## config.mk

```make
export PLATFORM = sky130hd
export DESIGN_NAME = nprd_top
export DESIGN_NICKNAME = d
export VERILOG_FILES = /design/src/design/nprd_pkg.sv /design/src/design/nprd_top.sv
export SDC_FILE = /design/constraint.sdc
export NUM_CORES = 1
export LEC_CHECK = 0
export ABC_AREA = 1
export BUFFER_PORTS_ARGS = -buffer_cell sky130_fd_sc_hd__buf_2
export CORE_AREA = 2 2 204 146
export CTS_CLUSTER_DIAMETER = 30
export DETAILED_ROUTE_END_ITERATION = 8
export DIE_AREA = 0 0 206 148
export PLACE_DENSITY = 0.73
export REMOVE_ABC_BUFFERS = 1
export SYNTH_ARGS = -nofsm -noshare
export SYNTH_HDL_FRONTEND = slang
export SYNTH_SLANG_ARGS = --single-unit
export TNS_END_PERCENT = 1
```

## constraint.sdc

```tcl
create_clock -name SYS_CLK -period 2.3 [get_ports SYS_CLK]
set_clock_uncertainty 0.1 [all_clocks]
set_input_delay 0.115 -clock SYS_CLK [delete_from_list [all_inputs] [get_ports SYS_CLK]]
set_output_delay 0.115 -clock SYS_CLK [all_outputs]
set_load 0.02 [all_outputs]
```

## src/design/nprd_pkg.sv

```systemverilog
// Package of offsets, field positions and reset values for the paged register decoder.
package nprd_pkg;
  // ==========================================================================
  // Offsets within a page and in the upper range
  // ==========================================================================
  localparam logic [3:0] OFS_COMMAND = 4'h0;
  localparam logic [3:0] OFS_01 = 4'h1;
  localparam logic [3:0] OFS_02 = 4'h2;
  localparam logic [3:0] OFS_03 = 4'h3;
  localparam logic [3:0] OFS_04 = 4'h4;
  localparam logic [3:0] OFS_05 = 4'h5;
  localparam logic [3:0] OFS_06 = 4'h6;
  localparam logic [3:0] OFS_07 = 4'h7;
  localparam logic [3:0] OFS_08 = 4'h8;
  localparam logic [3:0] OFS_09 = 4'h9;
  localparam logic [3:0] OFS_0A = 4'hA;
  localparam logic [3:0] OFS_0B = 4'hB;
  localparam logic [3:0] OFS_0C = 4'hC;
  localparam logic [3:0] OFS_0D = 4'hD;
  localparam logic [3:0] OFS_0E = 4'hE;
  localparam logic [3:0] OFS_0F = 4'hF;
  // Bits 4:3 of the register offset pick paged space, data port or reset port.
  localparam logic [1:0] RANGE_PAGED_LO = 2'h0;
  localparam logic [1:0] RANGE_PAGED_HI = 2'h1;
  localparam logic [1:0] RANGE_DATA = 2'h2;
  localparam logic [1:0] RANGE_RESET = 2'h3;
  localparam logic [1:0] PAGE_0 = 2'h0;
  localparam logic [1:0] PAGE_1 = 2'h1;
  localparam logic [1:0] PAGE_2 = 2'h2;
  localparam logic [1:0] PAGE_3 = 2'h3;
  // ==========================================================================
  // Field positions and masks
  // ==========================================================================
  localparam int CMD_PAGE_HI = 7;
  localparam int CMD_PAGE_LO = 6;
  localparam int CMD_TRIGGER = 2;
  localparam int CMD_GO = 1;
  localparam int CMD_HALT = 0;
  localparam int IRQ_RESET_STATE = 7;
  localparam logic [7:0] TX_STATUS_MASK = 8'hDD;
  localparam logic [7:0] RETRY_MASK = 8'h0F;
  localparam logic [7:0] RX_STATUS_MASK = 8'hF7;
  localparam logic [7:0] RX_CONFIG_MASK = 8'h3F;
  localparam logic [7:0] TX_CONFIG_MASK = 8'h1F;
  localparam logic [7:0] DATA_CONFIG_MASK = 8'h7F;
  localparam logic [7:0] IRQ_MASK_MASK = 8'h7F;
  // ==========================================================================
  // Reset values
  // ==========================================================================
  localparam logic [7:0] COMMAND_RESET = 8'h21;
  localparam logic [7:0] IRQ_STATUS_RESET = 8'h80;
  localparam logic [7:0] ZERO_BYTE = 8'h00;
endpackage : nprd_pkg

```

## src/design/nprd_top.sv

```systemverilog
// Paged register bank and decoder of an Ethernet controller on classic Wishbone.
`timescale 1ns/1ps

// Functional notes
// - Four pages of sixteen registers, chosen by command bits.
// - Page select zero decodes page 0.
// - Values 01, 10, 11 select pages 1, 2, 3.
// - Command register at 00 on every page.
// - Offsets 10-17 reach the remote data port.
// - Ring boundary at 03 is read/write.
// - 05 reads retry tally, writes length low.
// - 06 reads prefetch byte, writes length high.
// - Interrupt status at 07 read/write.
// - 0A/0B read fixed identity, write remote count.
// - 0C reads receive status.
// - 0D-0F read three tally counters.
// - 0D write sets transmit configuration.
// - 0E write sets data configuration.
// - 0F write sets interrupt mask, bit 7 reserved.
// - Page 2 reads back page-0 ring start/stop, transmit start and config registers.
module nprd_top #(
  parameter logic [7:0] IDENT_0 = 8'hA5, // Value is arbitrary.
  parameter logic [7:0] IDENT_1 = 8'h5A  // Value is arbitrary.
) (
  input wire logic SYS_CLK,
  input wire logic RESETN,
  input wire logic WB_CYC_I,
  input wire logic WB_STB_I,
  input wire logic WB_WE_I,
  input wire logic [6:0] WB_ADR_I,
  input wire logic [3:0] WB_SEL_I,
  input wire logic [31:0] WB_DAT_I,
  output logic [31:0] WB_DAT_O,
  output logic WB_ACK_O,
  input wire logic [15:0] LOCAL_DMA_ADDR,
  input wire logic [15:0] REMOTE_CUR_ADDR,
  input wire logic [7:0] TX_STATUS,
  input wire logic [3:0] RETRY_TALLY,
  input wire logic [7:0] PREFETCH_BYTE,
  input wire logic [7:0] RX_STATUS,
  input wire logic [7:0] TALLY_0,
  input wire logic [7:0] TALLY_1,
  input wire logic [7:0] TALLY_2,
  input wire logic [6:0] IRQ_EVENTS,
  input wire logic [7:0] DATA_PORT_RDATA,
  output logic DATA_PORT_RD,
  output logic DATA_PORT_WR,
  output logic [7:0] DATA_PORT_WDATA,
  output logic SOFT_RESET_PULSE,
  output logic TRANSMIT_TRIGGER,
  output logic GO_COMMAND,
  output logic HALT_COMMAND,
  output logic [2:0] REMOTE_DMA_COMMAND,
  output logic [7:0] RING_START_PAGE,
  output logic [7:0] RING_STOP_PAGE,
  output logic [7:0] RING_BOUNDARY_PAGE,
  output logic [7:0] TRANSMIT_START_PAGE,
  output logic [15:0] TRANSMIT_LENGTH,
  output logic [15:0] REMOTE_START_ADDR,
  output logic [15:0] REMOTE_COUNT,
  output logic [7:0] RECEIVE_CONFIG,
  output logic [7:0] TRANSMIT_CONFIG,
  output logic [7:0] DATA_CONFIG,
  output logic [7:0] INTERRUPT_MASK,
  output logic [47:0] STATION_ADDR,
  output logic [7:0] RING_WRITE_PAGE,
  output logic [63:0] HASH_FILTER
);
  // ==========================================================================
  // Bus decode
  // ==========================================================================
  // Each byte register takes one aligned word; only lane 0 carries data.
  logic req;
  logic wr_en;
  logic rd_en;
  logic ack_r;
  logic [4:0] ofs;
  logic [1:0] page;
  logic [3:0] sub;
  logic [7:0] wbyte;
  logic paged;
  logic [7:0] command_r;
  logic [7:0] irq_status_r;
  logic [7:0] station_r [0:5];
  logic [7:0] hash_r [0:7];
  logic [7:0] rdata_nxt;

  // Gating with ack keeps a held request from being taken twice, at the cost of
  // one wait state per access.
  assign req = WB_CYC_I & WB_STB_I & ~ack_r;
  assign ofs = WB_ADR_I[6:2];
  assign sub = ofs[3:0];
  assign wbyte = WB_DAT_I[7:0];
  assign wr_en = req & WB_WE_I & WB_SEL_I[0];
  assign rd_en = req & ~WB_WE_I;
  // Bits 4:3 of the offset pick the paged space, the data port or the reset port.
  function automatic logic in_range(input logic [4:0] o, input logic [1:0] r);
    in_range = (o[4:3] == r);
  endfunction : in_range

  // A match on one offset, qualified by the caller's page or enable term.
  function automatic logic hit(input logic pg_ok, input logic [3:0] s, input logic [3:0] o);
    hit = pg_ok & (s == o);
  endfunction : hit

  logic p0w;
  logic p1w;
  logic cmd_wr;
  logic data_sel;
  logic reset_sel;

  // The page comes straight from the command register, so the access right after a
  // page change already decodes against the new page.
  assign page = command_r[nprd_pkg::CMD_PAGE_HI:nprd_pkg::CMD_PAGE_LO];
  assign paged = in_range(ofs, nprd_pkg::RANGE_PAGED_LO)
    | in_range(ofs, nprd_pkg::RANGE_PAGED_HI);
  assign data_sel = in_range(ofs, nprd_pkg::RANGE_DATA);
  assign reset_sel = in_range(ofs, nprd_pkg::RANGE_RESET);
  // The command register answers on every page, so its decode ignores the page.
  assign cmd_wr = wr_en & hit(paged, sub, nprd_pkg::OFS_COMMAND);
  assign p0w = wr_en & paged & (page == nprd_pkg::PAGE_0);
  assign p1w = wr_en & paged & (page == nprd_pkg::PAGE_1);

  always_ff @(posedge SYS_CLK or negedge RESETN)
  begin
    if (!RESETN)
      ack_r <= 1'b0;
    else
      ack_r <= req;
  end

  // Ack stands for one cycle; the master has released the request by the next edge.
  assign WB_ACK_O = ack_r;

  // ==========================================================================
  // Command register and its command strobes
  // ==========================================================================
  always_ff @(posedge SYS_CLK or negedge RESETN)
  begin
    if (!RESETN)
      // Reset leaves the device halted on page 0 with remote transfers aborted.
      command_r <= nprd_pkg::COMMAND_RESET;
    else if (cmd_wr)
      command_r <= wbyte;
  end

  // The go, halt and trigger bits are also issued as one-cycle strobes.
  always_ff @(posedge SYS_CLK or negedge RESETN)
  begin
    if (!RESETN)
    begin
      TRANSMIT_TRIGGER <= 1'b0;
      GO_COMMAND <= 1'b0;
      HALT_COMMAND <= 1'b0;
    end
    else
    begin
      TRANSMIT_TRIGGER <= cmd_wr & wbyte[nprd_pkg::CMD_TRIGGER];
      GO_COMMAND <= cmd_wr & wbyte[nprd_pkg::CMD_GO];
      HALT_COMMAND <= cmd_wr & wbyte[nprd_pkg::CMD_HALT];
    end
  end

  assign REMOTE_DMA_COMMAND = command_r[5:3];

  // ==========================================================================
  // Page-0 write registers
  // ==========================================================================
  always_ff @(posedge SYS_CLK or negedge RESETN)
  begin
    if (!RESETN)
    begin
      RING_START_PAGE <= nprd_pkg::ZERO_BYTE;
      RING_STOP_PAGE <= nprd_pkg::ZERO_BYTE;
      RING_BOUNDARY_PAGE <= nprd_pkg::ZERO_BYTE;
      TRANSMIT_START_PAGE <= nprd_pkg::ZERO_BYTE;
      TRANSMIT_LENGTH <= {nprd_pkg::ZERO_BYTE, nprd_pkg::ZERO_BYTE};
      REMOTE_START_ADDR <= {nprd_pkg::ZERO_BYTE, nprd_pkg::ZERO_BYTE};
      REMOTE_COUNT <= {nprd_pkg::ZERO_BYTE, nprd_pkg::ZERO_BYTE};
      RECEIVE_CONFIG <= nprd_pkg::ZERO_BYTE;
      TRANSMIT_CONFIG <= nprd_pkg::ZERO_BYTE;
      DATA_CONFIG <= nprd_pkg::ZERO_BYTE;
      INTERRUPT_MASK <= nprd_pkg::ZERO_BYTE;
    end
    else if (p0w)
    begin
      // Except at 03, each offset's read side is another register; only the write set lives here.
      case (sub)
        nprd_pkg::OFS_01: RING_START_PAGE <= wbyte;
        nprd_pkg::OFS_02: RING_STOP_PAGE <= wbyte;
        nprd_pkg::OFS_03: RING_BOUNDARY_PAGE <= wbyte;
        nprd_pkg::OFS_04: TRANSMIT_START_PAGE <= wbyte;
        nprd_pkg::OFS_05: TRANSMIT_LENGTH[7:0] <= wbyte;
        nprd_pkg::OFS_06: TRANSMIT_LENGTH[15:8] <= wbyte;
        nprd_pkg::OFS_08: REMOTE_START_ADDR[7:0] <= wbyte;
        nprd_pkg::OFS_09: REMOTE_START_ADDR[15:8] <= wbyte;
        nprd_pkg::OFS_0A: REMOTE_COUNT[7:0] <= wbyte;
        nprd_pkg::OFS_0B: REMOTE_COUNT[15:8] <= wbyte;
        // Reserved bits are dropped on the way in, so read-back shows them as zero.
        nprd_pkg::OFS_0C: RECEIVE_CONFIG <= wbyte & nprd_pkg::RX_CONFIG_MASK;
        nprd_pkg::OFS_0D: TRANSMIT_CONFIG <= wbyte & nprd_pkg::TX_CONFIG_MASK;
        nprd_pkg::OFS_0E: DATA_CONFIG <= wbyte & nprd_pkg::DATA_CONFIG_MASK;
        nprd_pkg::OFS_0F: INTERRUPT_MASK <= wbyte & nprd_pkg::IRQ_MASK_MASK;
        default: ;
      endcase
    end
  end

  // ==========================================================================
  // Interrupt status flags
  // ==========================================================================
  // Writing a one clears a flag; a new event in the same cycle wins.
  always_ff @(posedge SYS_CLK or negedge RESETN)
  begin
    if (!RESETN)
      irq_status_r <= nprd_pkg::IRQ_STATUS_RESET;
    else
    begin
      if (hit(p0w, sub, nprd_pkg::OFS_07))
        irq_status_r <= (irq_status_r & ~wbyte) | {1'b0, IRQ_EVENTS};
      else
        irq_status_r <= irq_status_r | {1'b0, IRQ_EVENTS};
      // Halt wins when both strobes fire in the same cycle, so a command with both bits set leaves the flag showing halted.
      if (HALT_COMMAND)
        irq_status_r[nprd_pkg::IRQ_RESET_STATE] <= 1'b1;
      else if (GO_COMMAND)
        irq_status_r[nprd_pkg::IRQ_RESET_STATE] <= 1'b0;
    end
  end

  // ==========================================================================
  // Page-1 station address, write page and hash filter
  // ==========================================================================
  always_ff @(posedge SYS_CLK or negedge RESETN)
  begin
    if (!RESETN)
    begin
      for (int i = 0; i < 6; i++)
        station_r[i] <= nprd_pkg::ZERO_BYTE;
      for (int j = 0; j < 8; j++)
        hash_r[j] <= nprd_pkg::ZERO_BYTE;
      RING_WRITE_PAGE <= nprd_pkg::ZERO_BYTE;
    end
    else if (p1w)
    begin
      // Page 1 is a plain read/write bank; offset 7 holds the ring write page.
      if ((sub >= nprd_pkg::OFS_01) && (sub <= nprd_pkg::OFS_06))
        station_r[3'(sub - nprd_pkg::OFS_01)] <= wbyte;
      else if (sub == nprd_pkg::OFS_07)
        RING_WRITE_PAGE <= wbyte;
      else if (sub >= nprd_pkg::OFS_08)
        hash_r[sub[2:0]] <= wbyte;
    end
  end

  always_comb
  begin
    // Byte 0 of each vector is the lowest offset, in the order software writes.
    for (int k = 0; k < 6; k++)
      STATION_ADDR[k*8 +: 8] = station_r[k];
    for (int m = 0; m < 8; m++)
      HASH_FILTER[m*8 +: 8] = hash_r[m];
  end

  // ==========================================================================
  // Read multiplexer
  // ==========================================================================
  always_comb
  begin
    rdata_nxt = nprd_pkg::ZERO_BYTE;
    case (ofs[4:3])
      nprd_pkg::RANGE_DATA: rdata_nxt = DATA_PORT_RDATA;
      nprd_pkg::RANGE_RESET: rdata_nxt = nprd_pkg::ZERO_BYTE;
      default:
      begin
        if (sub == nprd_pkg::OFS_COMMAND)
          rdata_nxt = command_r;
        else
        begin
          case (page)
            nprd_pkg::PAGE_0:
            begin
              case (sub)
                nprd_pkg::OFS_01: rdata_nxt = LOCAL_DMA_ADDR[7:0];
                nprd_pkg::OFS_02: rdata_nxt = LOCAL_DMA_ADDR[15:8];
                nprd_pkg::OFS_03: rdata_nxt = RING_BOUNDARY_PAGE;
                nprd_pkg::OFS_04: rdata_nxt = TX_STATUS & nprd_pkg::TX_STATUS_MASK;
                nprd_pkg::OFS_05: rdata_nxt = {4'h0, RETRY_TALLY} & nprd_pkg::RETRY_MASK;
                nprd_pkg::OFS_06: rdata_nxt = PREFETCH_BYTE;
                nprd_pkg::OFS_07: rdata_nxt = irq_status_r;
                nprd_pkg::OFS_08: rdata_nxt = REMOTE_CUR_ADDR[7:0];
                nprd_pkg::OFS_09: rdata_nxt = REMOTE_CUR_ADDR[15:8];
                nprd_pkg::OFS_0A: rdata_nxt = IDENT_0;
                nprd_pkg::OFS_0B: rdata_nxt = IDENT_1;
                nprd_pkg::OFS_0C: rdata_nxt = RX_STATUS & nprd_pkg::RX_STATUS_MASK;
                nprd_pkg::OFS_0D: rdata_nxt = TALLY_0;
                nprd_pkg::OFS_0E: rdata_nxt = TALLY_1;
                nprd_pkg::OFS_0F: rdata_nxt = TALLY_2;
                default: rdata_nxt = nprd_pkg::ZERO_BYTE;
              endcase
            end
            nprd_pkg::PAGE_1:
            begin
              if (sub <= nprd_pkg::OFS_06)
                rdata_nxt = station_r[3'(sub - nprd_pkg::OFS_01)];
              else if (sub == nprd_pkg::OFS_07)
                rdata_nxt = RING_WRITE_PAGE;
              else
                rdata_nxt = hash_r[sub[2:0]];
            end
            // Page 2 mirrors page-0 ring start/stop, transmit start and the four config registers so software can read its setup.
            nprd_pkg::PAGE_2:
            begin
              case (sub)
                nprd_pkg::OFS_01: rdata_nxt = RING_START_PAGE;
                nprd_pkg::OFS_02: rdata_nxt = RING_STOP_PAGE;
                nprd_pkg::OFS_04: rdata_nxt = TRANSMIT_START_PAGE;
                nprd_pkg::OFS_0C: rdata_nxt = RECEIVE_CONFIG;
                nprd_pkg::OFS_0D: rdata_nxt = TRANSMIT_CONFIG;
                nprd_pkg::OFS_0E: rdata_nxt = DATA_CONFIG;
                nprd_pkg::OFS_0F: rdata_nxt = INTERRUPT_MASK;
                default: rdata_nxt = nprd_pkg::ZERO_BYTE;
              endcase
            end
            // Page 3 lives in another block; here it reads as zero.
            default: rdata_nxt = nprd_pkg::ZERO_BYTE;
          endcase
        end
      end
    endcase
  end

  always_ff @(posedge SYS_CLK or negedge RESETN)
  begin
    if (!RESETN)
      WB_DAT_O <= 32'h00000000;
    else if (rd_en)
      // Taken at the accepting edge, so the byte stands with ack until the next read.
      WB_DAT_O <= {24'h000000, rdata_nxt};
  end

  // ==========================================================================
  // Data port and reset port strobes
  // ==========================================================================
  // Strobes fire once per bus access, in the acknowledging cycle.
  always_ff @(posedge SYS_CLK or negedge RESETN)
  begin
    if (!RESETN)
    begin
      DATA_PORT_RD <= 1'b0;
      DATA_PORT_WR <= 1'b0;
      DATA_PORT_WDATA <= nprd_pkg::ZERO_BYTE;
      SOFT_RESET_PULSE <= 1'b0;
    end
    else
    begin
      DATA_PORT_RD <= rd_en & data_sel;
      DATA_PORT_WR <= wr_en & data_sel;
      // Any access to the reset port pulses it; the core decides what that means.
      SOFT_RESET_PULSE <= req & reset_sel;
      if (wr_en)
        DATA_PORT_WDATA <= wbyte;
    end
  end

endmodule : nprd_top

```

==> flow_metrics.env, run 1 <==
export IMPL_nNetsFinal=2256
export IMPL_hpwl_um=34830
export IMPL_tns_ps=0
export IMPL_start_kind="register"
export IMPL_final_area_um2=17600
export IMPL_place_area_um2=15440
export IMPL_core_area_um2=28500
export IMPL_grt_use_met3=0.08995
export IMPL_place_gp_congestion=0.9222
export IMPL_root_buffer="clkbuf_16"
export IMPL_vias=13300
export IMPL_holdWs_ps=3.318
export IMPL_cap_violations=0
export IMPL_use_met1=0.4542
export IMPL_cp_max_fo=18
export IMPL_start_util=0.4461
export IMPL_grt_max_degree=67
export IMPL_ir_drop_mv=0.6109
export IMPL_drt_iter0_drc=1275
export IMPL_power_leakage_nw=9.582
export IMPL_hold_violations=0
export IMPL_arrival_ps=2540
export IMPL_relSlewSlack=0.6082
export IMPL_fp_dieH_um=148
export IMPL_vias_per_cell=5.254
export IMPL_clock_sinks=264
export IMPL_fin_cells=2531
export IMPL_yosysWarnings=0
export IMPL_synthArstFlopShare=1.000
export IMPL_syn_avg_cell_area_um2=7.751
export IMPL_yosysUniqueCellTypes=37
export IMPL_status="finished clean"
export IMPL_pre_cts_slack_ps=-75.48
export IMPL_worst_pin_slew_ps=586.3
export IMPL_slew_violations=0
export IMPL_critPathKind="register to register"
export IMPL_htreeDepth=2
export IMPL_cts_made_buffers=49
export IMPL_grt_usage=0.3167
export IMPL_antenna_found_initial=8
export IMPL_drc=0
export IMPL_rsz0062_at_grt="yes"
export IMPL_place_inst=2396
export IMPL_worst_r2r_path_depth=7
export IMPL_synthCells=1640
export IMPL_wl_per_cell_um=19.37
export IMPL_ys_seq_elements=264
export IMPL_clk_pin_slew_worst_paths_ps=60
export IMPL_hold_path_class="primary input to asynchronous set/reset pin"
export IMPL_overflow=0
export IMPL_clockBufferDepth=3
export IMPL_ys_seq_area_frac=0.5200
export IMPL_grt_pass1_wl_um=73170
export IMPL_grt_pass1_vias=12800
export IMPL_synth_edf_count=0
export IMPL_setup_violations=0
export IMPL_syn_to_final_growth_pct=38.45
export IMPL_finalCritPeriodShare=0.9545
export IMPL_required_ps=2640
export IMPL_syn_area_um2=12710
export IMPL_fp_row_count=52
export IMPL_drtPass1Iterations=5
export IMPL_clkLatencyLatePin_ps=540
export IMPL_setup_ws_ps=104.8
export IMPL_crit_path_end_kind="register"
export IMPL_drive_gt1_frac=0.2890
export IMPL_ant_nets=0
export IMPL_post_route_util=0.6176
export IMPL_totalWireLength_um=49020
export IMPL_ys_dominant_reg_cell="dfrtp_1"
export IMPL_fp_dieArea_um2=30490
export IMPL_fmax_mhz=455.5
export IMPL_grt_busiest_layer="met2"
export IMPL_fill_cells=2559
export IMPL_min_period_ps=2195
export IMPL_chipWidth_um=206
export IMPL_ioPinCount=429
export IMPL_cts_tree="yes"
export IMPL_p_per_area_nw_per_um2=785.7
export IMPL_total_power_mw=13.83
export IMPL_io_buffers=365
export IMPL_use_met2=0.4656
## critical path: stages (launching register included)
cell,delay (ps)
dfrtp_1,400
nor2_4,160
nand3_4,90
buf_4,200
nor3_2,120
buf_4,250
nand2_1,400
o21ai_0,350
## power by group
part	total (mW)	internal, mW	switching [mW]
Sequential	4.90	4.79	0.106
Combinational	1.42	0.470	0.954
Clock	7.50	4.67	2.84
Total	13.8	9.93	3.90
## cells in the mapped netlist (8+ instances only)
master	instances	share of area
dfrtp_1	261	0.51
nand3_1	57	0.022
buf_2	28	0.011
clkbuf_1	52	0.015
inv_1	74	0.022
nand2_1	655	0.19
o21ai_0	237	0.093
o211ai_1	9	0.0053
nor2_2	8	0.0039
nor2_1	98	0.029
nand2_2	8	0.0039
o21ai_1	35	0.014
nand4_1	14	0.0069
buf_4	38	0.022
a21oi_1	18	0.0071
## worst paths after layout
check	end	slack, ps	from
min reg2reg	irq_status_r[7]	360	GO_COMMAND
max	REMOTE_COUNT[4]	100	WB_ACK_O
min in group SYS_CLK	DATA_PORT_WDATA[6]	30	WB_WE_I
max in group asynchronous	irq_status_r[7]	1260	RESETN
max reg2reg	REMOTE_COUNT[4]	100	WB_ACK_O
min	HASH_FILTER[11]	3	RESETN
## cell families (layout without fill, tap and decap cells)
logic type | after synthesis | in the layout | synth area share
and+or+nand+nor | 857 | 857 | 0.2716
AOI/OAI and AO/OA | 315 | 315 | 0.1296
DFF | 264 | 264 | 0.5200
buffers and inverters | 197 | 672 | 0.07293
adders and majority gates | 5 | 5 | 0.004921
other | 1 | 39 | 0.0002950
xor gates and xnor gates | 1 | 1 | 0.0006891
## sequential cells by signal, indices dropped and copies added (netlist names), 16 cells and up
register,cells
HASH_FILTER,64
STATION_ADDR,48
REMOTE_COUNT,16
REMOTE_START_ADDR,16
TRANSMIT_LENGTH,16
## cell type report
| type | instances | area [um2] | share of cell area |
|---|---|---|---|
| diodes | 8 | 20.02 | 0.001137 |
| clock buffers | 51 | 1276 | 0.07251 |
| clock inverters | 41 | 457.9 | 0.02602 |
| inverters | 78 | 299.0 | 0.01699 |
| multi-input cells | 1209 | 5351 | 0.3041 |
| flip-flops and latches | 264 | 6610 | 0.3756 |
| well taps | 378 | 473.0 | 0.02687 |
| repair buffers | 501 | 3107 | 0.1765 |
| repair inverters | 1 | 5.005 | 0.0002844 |
## cells in the final DEF, fill, tap and decap left out, drive strengths merged, types with 10 or more instances in the layout
master       synthesis  final
nand3               59     59
nor2               111    111
buf                 67    473
inv                 76    100
dlygate4sd3          0     27
clkbuf              52     52
nand2              664    664
dfrtp              261    261
conb                 1     31
a21oi               19     19
nand4               14     14
o21ai              272    272
clkinv               2     10
## timing repair
action	CTS	global route
resized for setup	0	23
hold endpoints to repair	298	1
setup buffers	0	7
hold buffers	26	1
setup endpoints to repair	0	3
## metal layers
layer | wire length, um | part of all wire
met4 | 1157 | 0.024
met2 | 21380 | 0.44
met3 | 5378 | 0.11
met5 | 0 | 0
met1 | 21110 | 0.43
Note: power is estimated with default switching activity, not from simulation.
==> inputs of run 2 (changes only) <==
Settings changed: ABC_AREA 1 to unset, CORE_AREA 2 2 204 146 to 2 2 206 147, DIE_AREA 0 0 206 148 to 0 0 208 149, MAX_ROUTING_LAYER set to met4.
==> flow_metrics.env, run 2 <==
export IMPL_drive_gt1_frac=0.5491
export IMPL_syn_to_final_growth_pct=39.14
export IMPL_crit_path_end_kind="register"
export IMPL_cp_max_fo=8
export IMPL_synth_edf_count=0
export IMPL_fp_dieArea_um2=30990
export IMPL_worst_pin_slew_ps=890.4
export IMPL_post_route_util=0.6128
export IMPL_ys_seq_elements=264
export IMPL_hold_path_class="primary input to register"
export IMPL_totalWireLength_um=48280
export IMPL_vias=11150
export IMPL_final_cell_mix="buf_2 (364), dfrtp_1 (261), mux2_2 (241)"
export IMPL_core_area_um2=29310
export IMPL_synth_top_cell_area_share=0.5060
export IMPL_max_stage_delay_ps=500
export IMPL_synth_area_leaders="dfrtp_1 (51%), mux2_2 (21%), mux4_2 (2.4%)"
export IMPL_synthCells=1046
export IMPL_chipWidth_um=208
export IMPL_antenna_found_initial=3
export IMPL_cts_setup_buffers=0
export IMPL_htreeDepth=2
export IMPL_vias_per_cell=5.726
export IMPL_drc=0
export IMPL_finalCritPeriodShare=0.9979
export IMPL_root_buffer="clkbuf_16"
export IMPL_start_util=0.4404
export IMPL_syn_avg_cell_area_um2=12.34
export IMPL_yosysWarnings=0
export IMPL_total_power_mw=14.09
export IMPL_grt_pass1_vias=11370
export IMPL_multiInputGateArea_um2=5849
export IMPL_grt_max_degree=76
export IMPL_fill_cells=2346
export IMPL_clkLatencyLatePin_ps=560
export IMPL_grt_usage=0.3126
export IMPL_power_leakage_nw=9.528
export IMPL_io_buffers=365
export IMPL_slew_violations=0
export IMPL_layout_commonest_cell="buf_2"
export IMPL_ioPinCount=429
export IMPL_critPathKind="register to register"
export IMPL_min_period_ps=2295
export IMPL_fmax_mhz=435.7
export IMPL_place_area_um2=15870
export IMPL_yosysUniqueCellTypes=60
export IMPL_ys_dominant_reg_cell="dfrtp_1"
export IMPL_ir_drop_mv=0.7361
export IMPL_relSlewSlack=0.4064
export IMPL_grt_pass1_wl_um=70900
export IMPL_place_gp_congestion=0.9581
export IMPL_cts_tree="yes"
export IMPL_arrival_ps=2610
export IMPL_setup_violations=0
export IMPL_hold_violations=0
export IMPL_seqCellArea_um2=6610
export IMPL_p_per_area_nw_per_um2=784.6
export IMPL_yosysMostFrequentCell="dfrtp_1"
export IMPL_cp_slowest_cell="or4_4"
export IMPL_overflow=0
export IMPL_syn_area_um2=12910
export IMPL_ant_nets=0
export IMPL_fp_row_count=53
export IMPL_clockBufferDepth=3
export IMPL_hpwl_um=34510
export IMPL_wl_per_cell_um=24.80
export IMPL_synth_common_cells="dfrtp_1 (261), mux2_2 (241), nand2_1 (61)"
export IMPL_rsz0062_at_grt="yes"
export IMPL_clock_sinks=264
export IMPL_synthArstFlopShare=1.000
export IMPL_start_kind="register"
export IMPL_drtPass1Iterations=6
export IMPL_fp_dieH_um=149
export IMPL_clk_pin_slew_worst_paths_ps=40
export IMPL_cts_made_buffers=51
export IMPL_final_area_um2=17960
export IMPL_crit_path_cell_trace="nand3b_4 > inv_2 > nand3_1 > or4_4 > or3_1 > buf_6 > mux2_4"
export IMPL_largest_register_ffs=64
export IMPL_yosysTopAreaCell="dfrtp_1"
export IMPL_drt_iter0_drc=1039
export IMPL_ys_seq_area_frac=0.5121
export IMPL_cap_violations=0
export IMPL_status="finished clean"
export IMPL_required_ps=2620
export IMPL_nNetsFinal=1670
[run 2: layout make-up]
cell class / instances / share of cell area
Sequential cell: 264 / 0.3680
Clock buffer: 57 / 0.07461
Tap cell: 385 / 0.02682
Clock inverter: 37 / 0.02550
Multi-Input combinational cell: 692 / 0.3257
Inverter: 8 / 0.001672
Timing Repair Buffer: 501 / 0.1773
Antenna cell: 3 / 0.0004180
[run 2: where the power goes]
| part | total (mW) | internal [mW] | switching (mW) |
|---|---|---|---|
| combinational | 1.48 | 0.550 | 0.928 |
| sequential | 4.90 | 4.80 | 0.105 |
| clock | 7.71 | 5.05 | 2.66 |
| total | 14.1 | 10.4 | 3.69 |
[run 2: final timing paths]
| kind | depth (start not counted) | start | endpoint | slack [ps] |
|---|---|---|---|---|
| setup reg to reg | 7 | WB_ACK_O | RING_BOUNDARY_PAGE[2] | 5 |
| setup / recovery | 7 | WB_ACK_O | RING_BOUNDARY_PAGE[2] | 5 |
| max in group asynchronous | 3 | RESETN | HASH_FILTER[51] | 1270 |
| hold / removal | 5 | PREFETCH_BYTE[5] | WB_DAT_O[5] | 40 |
| min in group asynchronous | 2 | RESETN | STATION_ADDR[16] | 60 |
| hold reg to reg | 1 | irq_status_r[0] | irq_status_r[0] | 380 |
[run 2: cell families after synthesis]
kind of cell,synth area share
fa+ha+maj,0.004846
other cells,0.0002905
simple gates,0.06513
compound gates,0.1063
xor+xnor,0.001357
mux,0.2628
flops,0.5121
buf+inv,0.04720
[run 2: per-stage QoR]
stage | worst slack [ps] | std cells | TNS [ps] | hold WS, ps
after detailed placement | -254.1 | 1826 | -1601 | 37.47
after CTS | -13.67 | 1944 | -64.15 | 6.913
after floorplan | -336.2 | 964 | -23720 | -280.6
after global placement | -177.5 | 1826 | -739.9 | 31.92
after global routing | -50.08 | 1947 | -498.7 | 43.24
final | 4.741 | 1947 | 0 | 38.99
[run 2: metal layers]
layer	GRT usage	share of wire	vias up
li1	-	-	4804
met1	0.4114	0.43	5678
met2	0.4714	0.46	581
met3	0.09011	0.090	85
met4	0.09362	0.022	0
met5	-	0	-
[run 2: worst max-delay path: cells and delay by family, from the launching register on]
family / cells / cell delay (ps)
buf+inv: 2 / 240
simple gates: 4 / 1150
mux: 1 / 300
flops: 1 / 380
[run 2: timing repair]
action | CTS | global route
gates resized for setup | 3 | 10
endpoints found under the hold margin | 275 | 0
setup endpoints to repair | 39 | 104
hold buffers | 24 | 0
